===== src/haptic_cfg.svh =====
// Constants for the input interpretation control block
`ifndef HAPTIC_CFG_SVH
`define HAPTIC_CFG_SVH
`define FBC2_OFFSET      8'h1C
`define FBC2_RESET       8'hF5
`define BIT_INTERP       7
`define BIT_STAB         6
`define SAMP_HI          5
`define SAMP_LO          4
`define HOLD_HI          3
`define HOLD_LO          2
`define DECAY_HI         1
`define DECAY_LO         0
`define SAMPLE_US0       150
`define SAMPLE_US1       200
`define SAMPLE_US2       250
`define SAMPLE_US3       300
`define HOLD_UNIT_CYC    16'h0010
`define DECAY_UNIT_CYC   16'h0020
`define CLK_MHZ          125
`define STAB_SHIFT       2
`endif


===== src/haptic_pkg.sv =====
// Types shared by the input interpretation control block
package haptic_pkg;
  typedef struct packed {
    logic       input_interpretation_select;
    logic       braking_gain_reducer;
    logic [1:0] resonance_sample_sel;
    logic [1:0] conversion_holdoff;
    logic [1:0] current_decay_interval;
  } fbc2_t;
  typedef struct packed {
    logic       wr;   // Write strobe
    logic [7:0] addr; // Register offset
    logic [7:0] wdata; // Write data
  } reg_req_t;
endpackage


===== src/drive_map.sv =====
// Combinational mapping of input level to signed drive and brake
`timescale 1ns/10ps
`default_nettype none
module drive_map #(
  parameter int W = 8
) (
  input  wire logic [W-1:0] level,     // Input level, 0 to full scale
  input  wire logic         bidir,     // Bidirectional interpretation
  input  wire logic         closed,    // Closed-loop operation
  input  wire logic         fb_brake,  // Brake request from feedback
  output logic signed [W:0] drive,     // Signed drive request
  output logic              brake      // Braking applied
);
  localparam logic [W:0] HALF = (W+1)'(1) << (W-1);
  wire logic [W:0] lvl_x    = {1'b0, level};
  wire logic [W:0] centred  = lvl_x - HALF;
  wire logic       above    = lvl_x > HALF;
  wire logic       below    = lvl_x < HALF;
  wire logic [W:0] dbl      = {centred[W-1:0], 1'b0};
  // Unidirectional: level unchanged; bidirectional open loop: signed about half scale; closed loop: only upper half
  assign drive = !bidir ? $signed(lvl_x) :
                 !closed ? $signed(dbl) :
                 above ? $signed(dbl) : '0;
  // Brake source per mode
  assign brake = (bidir && !closed) ? below : fb_brake;
endmodule // drive_map
`default_nettype wire


===== src/haptic_input_interpret_ctrl.sv =====
// Second feedback-control register and input interpretation engine
// How it works
// - Interpretation selector resets to 1, bidirectional signed input about half scale
// - Bidirectional open loop brakes only below half-scale input
// - Bidirectional open loop output is linear: 0% full brake to 100% full drive
// - Bidirectional closed loop: none up to half, then linear to full
// - Bidirectional closed loop braking comes from feedback, not input
// - Braking_gain_reducer set lowers loop gain as braking nears its end
// - Sample field codes 0..3 select 150, 200, 250, 300 us; reset 3
// - Holdoff field, reset 1, delays each back-EMF conversion start
// - Decay field, reset 1, sets current dissipation gap between PWM cycles
// - Selector 0: unidirectional, 0% none, 50% half, feedback braking
`timescale 1ns/10ps
`default_nettype none
`include "haptic_cfg.svh"
module haptic_input_interpret_ctrl #(
  parameter int W  = 8,
  parameter int GW = 8
) (
  input  wire logic                 sys_clk,      // 125 MHz clock
  input  wire logic                 rst_b,        // Sync reset, active low
  input  wire logic                 clk_en,       // Freezes state when low
  input  wire haptic_pkg::reg_req_t req,          // Register write port
  output logic [7:0]                rdata_r,      // Register read data
  input  wire logic [W-1:0]         level,        // Input level
  input  wire logic                 closed_loop,  // Closed-loop operation
  input  wire logic                 fb_brake,     // Feedback brake request
  input  wire logic                 brake_near_end, // Braking almost done
  input  wire logic [GW-1:0]        loop_gain,    // Nominal loop gain
  input  wire logic                 pwm_cycle_end, // PWM cycle finished
  input  wire logic                 conv_req,     // Back-EMF conversion wanted
  output logic signed [W:0]         drive_r,      // Signed drive request
  output logic                      brake_r,      // Braking active
  output logic [GW-1:0]             gain_r,       // Effective loop gain
  output logic [15:0]               sample_cyc_r, // Resonance sample cycles
  output logic                      conv_start_r, // Conversion start pulse
  output logic                      decay_r       // Decay interval active
);
  localparam int US0 = `SAMPLE_US0 * `CLK_MHZ;
  localparam int US1 = `SAMPLE_US1 * `CLK_MHZ;
  localparam int US2 = `SAMPLE_US2 * `CLK_MHZ;
  localparam int US3 = `SAMPLE_US3 * `CLK_MHZ;

  typedef enum logic [1:0] {IDLE, HOLD, DECAY} ph_t;
  ph_t ph_r;
  haptic_pkg::fbc2_t fbc_r;
  logic [15:0] cnt_r;

  // Sample code to cycle count
  function automatic logic [15:0] samp_cyc(input logic [1:0] c);
    unique case (c)
      2'h0: samp_cyc = 16'(US0);
      2'h1: samp_cyc = 16'(US1);
      2'h2: samp_cyc = 16'(US2);
      2'h3: samp_cyc = 16'(US3);
    endcase
  endfunction

  // Field code to interval length, never zero
  function automatic logic [15:0] ivl(input logic [1:0] c, input logic [15:0] u);
    ivl = 16'(({14'h0, c} + 16'h0001) * u);
  endfunction

  wire logic       wr_hit   = req.wr && req.addr == `FBC2_OFFSET;
  wire logic [15:0] hold_len  = ivl(fbc_r.conversion_holdoff, `HOLD_UNIT_CYC);
  wire logic [15:0] decay_len = ivl(fbc_r.current_decay_interval, `DECAY_UNIT_CYC);
  wire logic       cnt_done = cnt_r == 16'h0001;
  wire logic signed [W:0] drv_w;
  wire logic       brk_w;
  wire logic       stab_on  = fbc_r.braking_gain_reducer && brk_w && brake_near_end;
  wire logic [GW-1:0] gain_w = stab_on ? (loop_gain >> `STAB_SHIFT) : loop_gain;

  drive_map #(.W(W)) u_map (
    .level    (level),
    .bidir    (fbc_r.input_interpretation_select),
    .closed   (closed_loop),
    .fb_brake (fb_brake),
    .drive    (drv_w),
    .brake    (brk_w)
  );

  // Register storage
  always_ff @(posedge sys_clk) begin
    if (!rst_b) begin
      fbc_r <= `FBC2_RESET;
    end else if (clk_en && wr_hit) begin
      fbc_r <= req.wdata;
    end
  end

  // Read data and drive outputs
  always_ff @(posedge sys_clk) begin
    if (!rst_b) begin
      rdata_r      <= 8'h00;
      drive_r      <= '0;
      brake_r      <= 1'b0;
      gain_r       <= '0;
      sample_cyc_r <= 16'h0000;
    end else if (clk_en) begin
      rdata_r      <= (req.addr == `FBC2_OFFSET) ? fbc_r : 8'h00;
      drive_r      <= drv_w;
      brake_r      <= brk_w;
      gain_r       <= gain_w;
      sample_cyc_r <= samp_cyc(fbc_r.resonance_sample_sel);
    end
  end

  // Holdoff before conversion, decay gap after PWM cycle
  always_ff @(posedge sys_clk) begin
    if (!rst_b) begin
      ph_r         <= IDLE;
      cnt_r        <= 16'h0000;
      conv_start_r <= 1'b0;
      decay_r      <= 1'b0;
    end else if (clk_en) begin
      conv_start_r <= 1'b0;
      unique case (ph_r)
        IDLE: begin
          if (pwm_cycle_end) begin
            ph_r    <= DECAY;
            cnt_r   <= decay_len;
            decay_r <= 1'b1;
          end else if (conv_req) begin
            ph_r  <= HOLD;
            cnt_r <= hold_len;
          end
        end
        HOLD: begin
          cnt_r <= cnt_r - 16'h0001;
          if (cnt_done) begin
            ph_r         <= IDLE;
            conv_start_r <= 1'b1;
          end
        end
        DECAY: begin
          cnt_r <= cnt_r - 16'h0001;
          if (cnt_done) begin
            ph_r    <= IDLE;
            decay_r <= 1'b0;
          end
        end
      endcase
    end
  end
endmodule // haptic_input_interpret_ctrl
`default_nettype wire


===== config.mk =====
export PLATFORM = sky130hd
export DESIGN_NAME = haptic_input_interpret_ctrl
export DESIGN_NICKNAME = d
export VERILOG_FILES = /design/src/haptic_pkg.sv /design/src/drive_map.sv /design/src/haptic_input_interpret_ctrl.sv
export VERILOG_INCLUDE_DIRS = /design/src
export SDC_FILE = /design/constraint.sdc
export NUM_CORES = 1
export LEC_CHECK = 0
export ABC_AREA = 1
export ABC_CLOCK_PERIOD_IN_PS = 1390
export BUFFER_PORTS_ARGS = -buffer_cell sky130_fd_sc_hd__buf_2
export CAP_MARGIN = 30
export CORE_MARGIN = 3
export CORE_UTILIZATION = 25
export DETAILED_ROUTE_END_ITERATION = 10
export MAX_ROUTING_LAYER = met4
export PLACE_DENSITY = 0.43
export SYNTH_ARGS = -nofsm -noshare
export SYNTH_HDL_FRONTEND = slang
export SYNTH_SLANG_ARGS = --single-unit

===== constraint.sdc =====
create_clock -name sys_clk -period 1.39 [get_ports sys_clk]
set_clock_uncertainty 0.05 [all_clocks]
set_input_delay 0.278 -clock sys_clk [delete_from_list [all_inputs] [get_ports sys_clk]]
set_output_delay 0.278 -clock sys_clk [all_outputs]
set_load 0.02 [all_outputs]

==> results summary <==
The max-slew violation count is 0. The horizontal die dimension came out at 119 um. Max-cap violations in this run came to 0. The clock net in this run drives a total of 64 sinks. The final instance area came out at 4570 sq um. After synthesis, flip-flops and latches occupy 40.2% of the total area. The post-DP HPWL is 6.79 mm. The root buffer cell is sky130_fd_sc_hd__clkbuf_16. After the flow finishes, the layout carries non-filler instances totaling approximately 740.

For the final routed database, the setup TNS stands at 0 ns. The standard cell area after detailed placement is about 4000 sq um. The count of endpoints failing setup in the final report is 0. The detail route stage leaves a number of antenna-violating nets equal to 0. The number of buffers inserted by port buffering is 82. The wire length per cell after detailed routing is 12.4 um. The number of different library cells in the post-synthesis netlist is 34.

The static leakage power is 2.25 nW. The critical path required time came out at about 1.6 ns. In the synthesized netlist the dominant register cell turns out to be sky130_fd_sc_hd__dfxtp_1. After the first detailed-routing iteration, the DRC count stood at 121. The largest buffer count on any clock path is 2.

85 I/O pins were placed. The overall via count from detail_route came out at 3218. The repair_antennas step left the layout with diodes totalling 0.

After clock tree synthesis, the clock-pin slew on the worst setup and hold paths is 0.06 ns. In the post-synthesis netlist, the biggest area contributors are sky130_fd_sc_hd__dfxtp_1 (40%), sky130_fd_sc_hd__nand2_1 (11%), sky130_fd_sc_hd__nor2_1 (8.4%). The later-pin clock latency in the skew report is 0.33 ns. The post-route fraction of the period consumed by the critical path came out at 97.4%. Global routing consumed, over all layers together, 13.8% of the routing resources. In the synthesized netlist the async set-or-reset flop fraction comes to 0%.

The category of the worst setup path launch point is a flop. The number of synthesized flops with an enable pin came out at 0. The initial cell density of the core came out at 26.0%. The worst hold path belongs to the class in2reg.

The weighted congestion reported at the end of routability-driven placement is approximately 0.83. The highest achievable clock rate came out at 738 MHz. After floorplanning, the core was divided into 40 placement rows. The global-route wire length before repair came out at 15.2 mm. The y dimension of the die is 119 um.

The CTS H-tree depth is 3. The worst endpoint data arrival time is 1.55 ns. TritonCTS built the clock tree. After filler insertion, the fill cell instance count of the layout stands at between 1000 and 1500. Of the cells placed in the final design, the portion with a size suffix greater than 1 is 34.6%. The hold violation total from the final report came out at 0. The pin count of the biggest net entering global routing is 30. In this run, CTS created clock tree buffers numbering 9. The instance count after placement with tap cells included came out at 718. The mean area per synthesized cell came out at 7.09 sq um. The cell count after synthesis came out at 450.

The total overflow left after global routing is 0. The power per unit of standard cell area came out at 1290 nW/um^2. The total area inside the core boundary comes to about 12000 sq um. The flow ran to the end, and the final reports show no timing, DRC or antenna violations. The number of global-route vias before repair came out at roughly 3200. Along the worst path, the maximum fanout reaches 7.

The routed design has 9.21 mm of wire. The synthesized flop and latch total is 64. The most common cell in the netlist is sky130_fd_sc_hd__nand2_1. The post-detailed-route via-to-cell ratio is 4.34.

Counting instances in the post-synthesis netlist gives the leading cell types as sky130_fd_sc_hd__nand2_1 (95), sky130_fd_sc_hd__nor2_1 (71), sky130_fd_sc_hd__dfxtp_1 (64). The area growth from synthesis to layout is 43.4%. Setup repair after global routing could not meet its margin everywhere. The DRC violation count after routing came out at 0.

Measured on the finished design, the core utilization comes to 37.3%. The initial antenna violation count came to 0. The worst setup path is captured at a flop.

The worst IR drop on VDD came out at 0.520 mV. The worst path needs 1.35 ns of the cycle, external delays included. The critical path is of the reg2reg type.

The synthesized netlist occupies a cell area of 3190 sq um. The pre-antenna-repair detailed-routing pass consisted of 5 iterations. The number of nets in the layout is 623.

Of all cell types, the one taking the most synthesized area is sky130_fd_sc_hd__dfxtp_1. The die covers 14200 sq um. In this run the biggest area consumer among cell types represents about two fifths of the synthesized area. The number of warnings issued by yosys is 0.
==> where the power goes <==
part	switching, mW	internal (mW)
sequential	0.0804	1.95
clock	0.825	1.74
combinational	0.768	0.542
total	1.67	4.24
==> layout make-up <==
| type | instances | area, sq um | area share (%) |
|---|---|---|---|
| sequential | 64 | 1290 | 28.2 |
| timing repair buffer | 127 | 764 | 16.7 |
| multi-input combinational | 312 | 1760 | 38.5 |
| clock buffer | 10 | 229 | 5.01 |
| tap | 168 | 210 | 4.60 |
| inverter | 54 | 213 | 4.65 |
| clock inverter | 6 | 108 | 2.35 |
==> sequential cells by signal, indices dropped and copies added, names as in the netlist, 2 cells and up <==
| signal | count |
|---|---|
| cnt_r | 16 |
| drive_r | 9 |
| fbc_r | 8 |
| gain_r | 8 |
| ph_r | 2 |
| rdata_r | 8 |
| sample_cyc_r | 10 |
==> repair_timing <==
item,CTS,global route
resized for setup,18,40
pin swaps,6,17
hold buffers,0,0
setup buffers,5,2
setup endpoints to repair,16,27
==> metrics by stage <==
stage / hold slack, ns / worst slack (ns) / power [mW]
finish: 0.0985 / 0.0356 / 5.91
global route: 0.101 / -0.0817 / 6.26
CTS: 0.0872 / 0.000691 / 5.87
detailed placement: 0.404 / -0.0843 / 3.17
global placement: 0.402 / -0.0501 / 3.16
floorplan: 0.341 / 0.0153 / 2.74
==> cells by family after synthesis <==
kind of cell    share of synthesized area (%)
buf+inv                                  10.4
simple gates                             30.2
fa+ha+maj                                5.49
other cells                             0.118
xor+xnor                                0.275
flops                                    40.2
compound gates                           13.4
==> routing by layer <==
layer / wire [um] / track usage (%) / share of wire (%) / vias up
met5: 0 / - / 0 / -
met4: 106 / 4.06 / 1.2 / 0
met3: 467 / 5.46 / 5.1 / 10
met2: 4600 / 23.1 / 50 / 65
met1: 4040 / 15.3 / 44 / 1464
li1: - / - / - / 1679
==> cells in the final DEF (no fill, tap or decap), types with 7 or more instances in the layout <==
cell	instances
sky130_fd_sc_hd__nand2_1	92
sky130_fd_sc_hd__buf_2	82
sky130_fd_sc_hd__nor2_1	62
sky130_fd_sc_hd__dfxtp_1	60
sky130_fd_sc_hd__inv_1	44
sky130_fd_sc_hd__buf_4	43
sky130_fd_sc_hd__a21oi_1	30
sky130_fd_sc_hd__o21ai_0	22
sky130_fd_sc_hd__nand3_1	14
sky130_fd_sc_hd__nand4_1	11
sky130_fd_sc_hd__ha_1	11
sky130_fd_sc_hd__clkbuf_16	9
sky130_fd_sc_hd__inv_2	7
sky130_fd_sc_hd__nor2_2	7
==> final timing paths <==
path                     end  cells after the start  slack [ns]       start
hold / removal      fbc_r[6]                      3         0.1      req[6]
setup / recovery    cnt_r[1]                      9        0.04     ph_r[1]
hold reg to reg   drive_r[0]                      2        0.41  drive_r[0]
setup reg to reg    cnt_r[1]                      9        0.04     ph_r[1]
==> critical path: stages, from the launching register on <==
cell,delay [ns]
sky130_fd_sc_hd__dfxtp_2,0.32
sky130_fd_sc_hd__inv_2,0.07
sky130_fd_sc_hd__ha_4,0.15
sky130_fd_sc_hd__nand2_4,0.06
sky130_fd_sc_hd__nand2_4,0.09
sky130_fd_sc_hd__nand2_8,0.08
sky130_fd_sc_hd__nand2_4,0.09
sky130_fd_sc_hd__nand2_4,0.08
sky130_fd_sc_hd__buf_4,0.15
sky130_fd_sc_hd__a211oi_2,0.12
No activity file was read; power rests on OpenSTA's default activity.
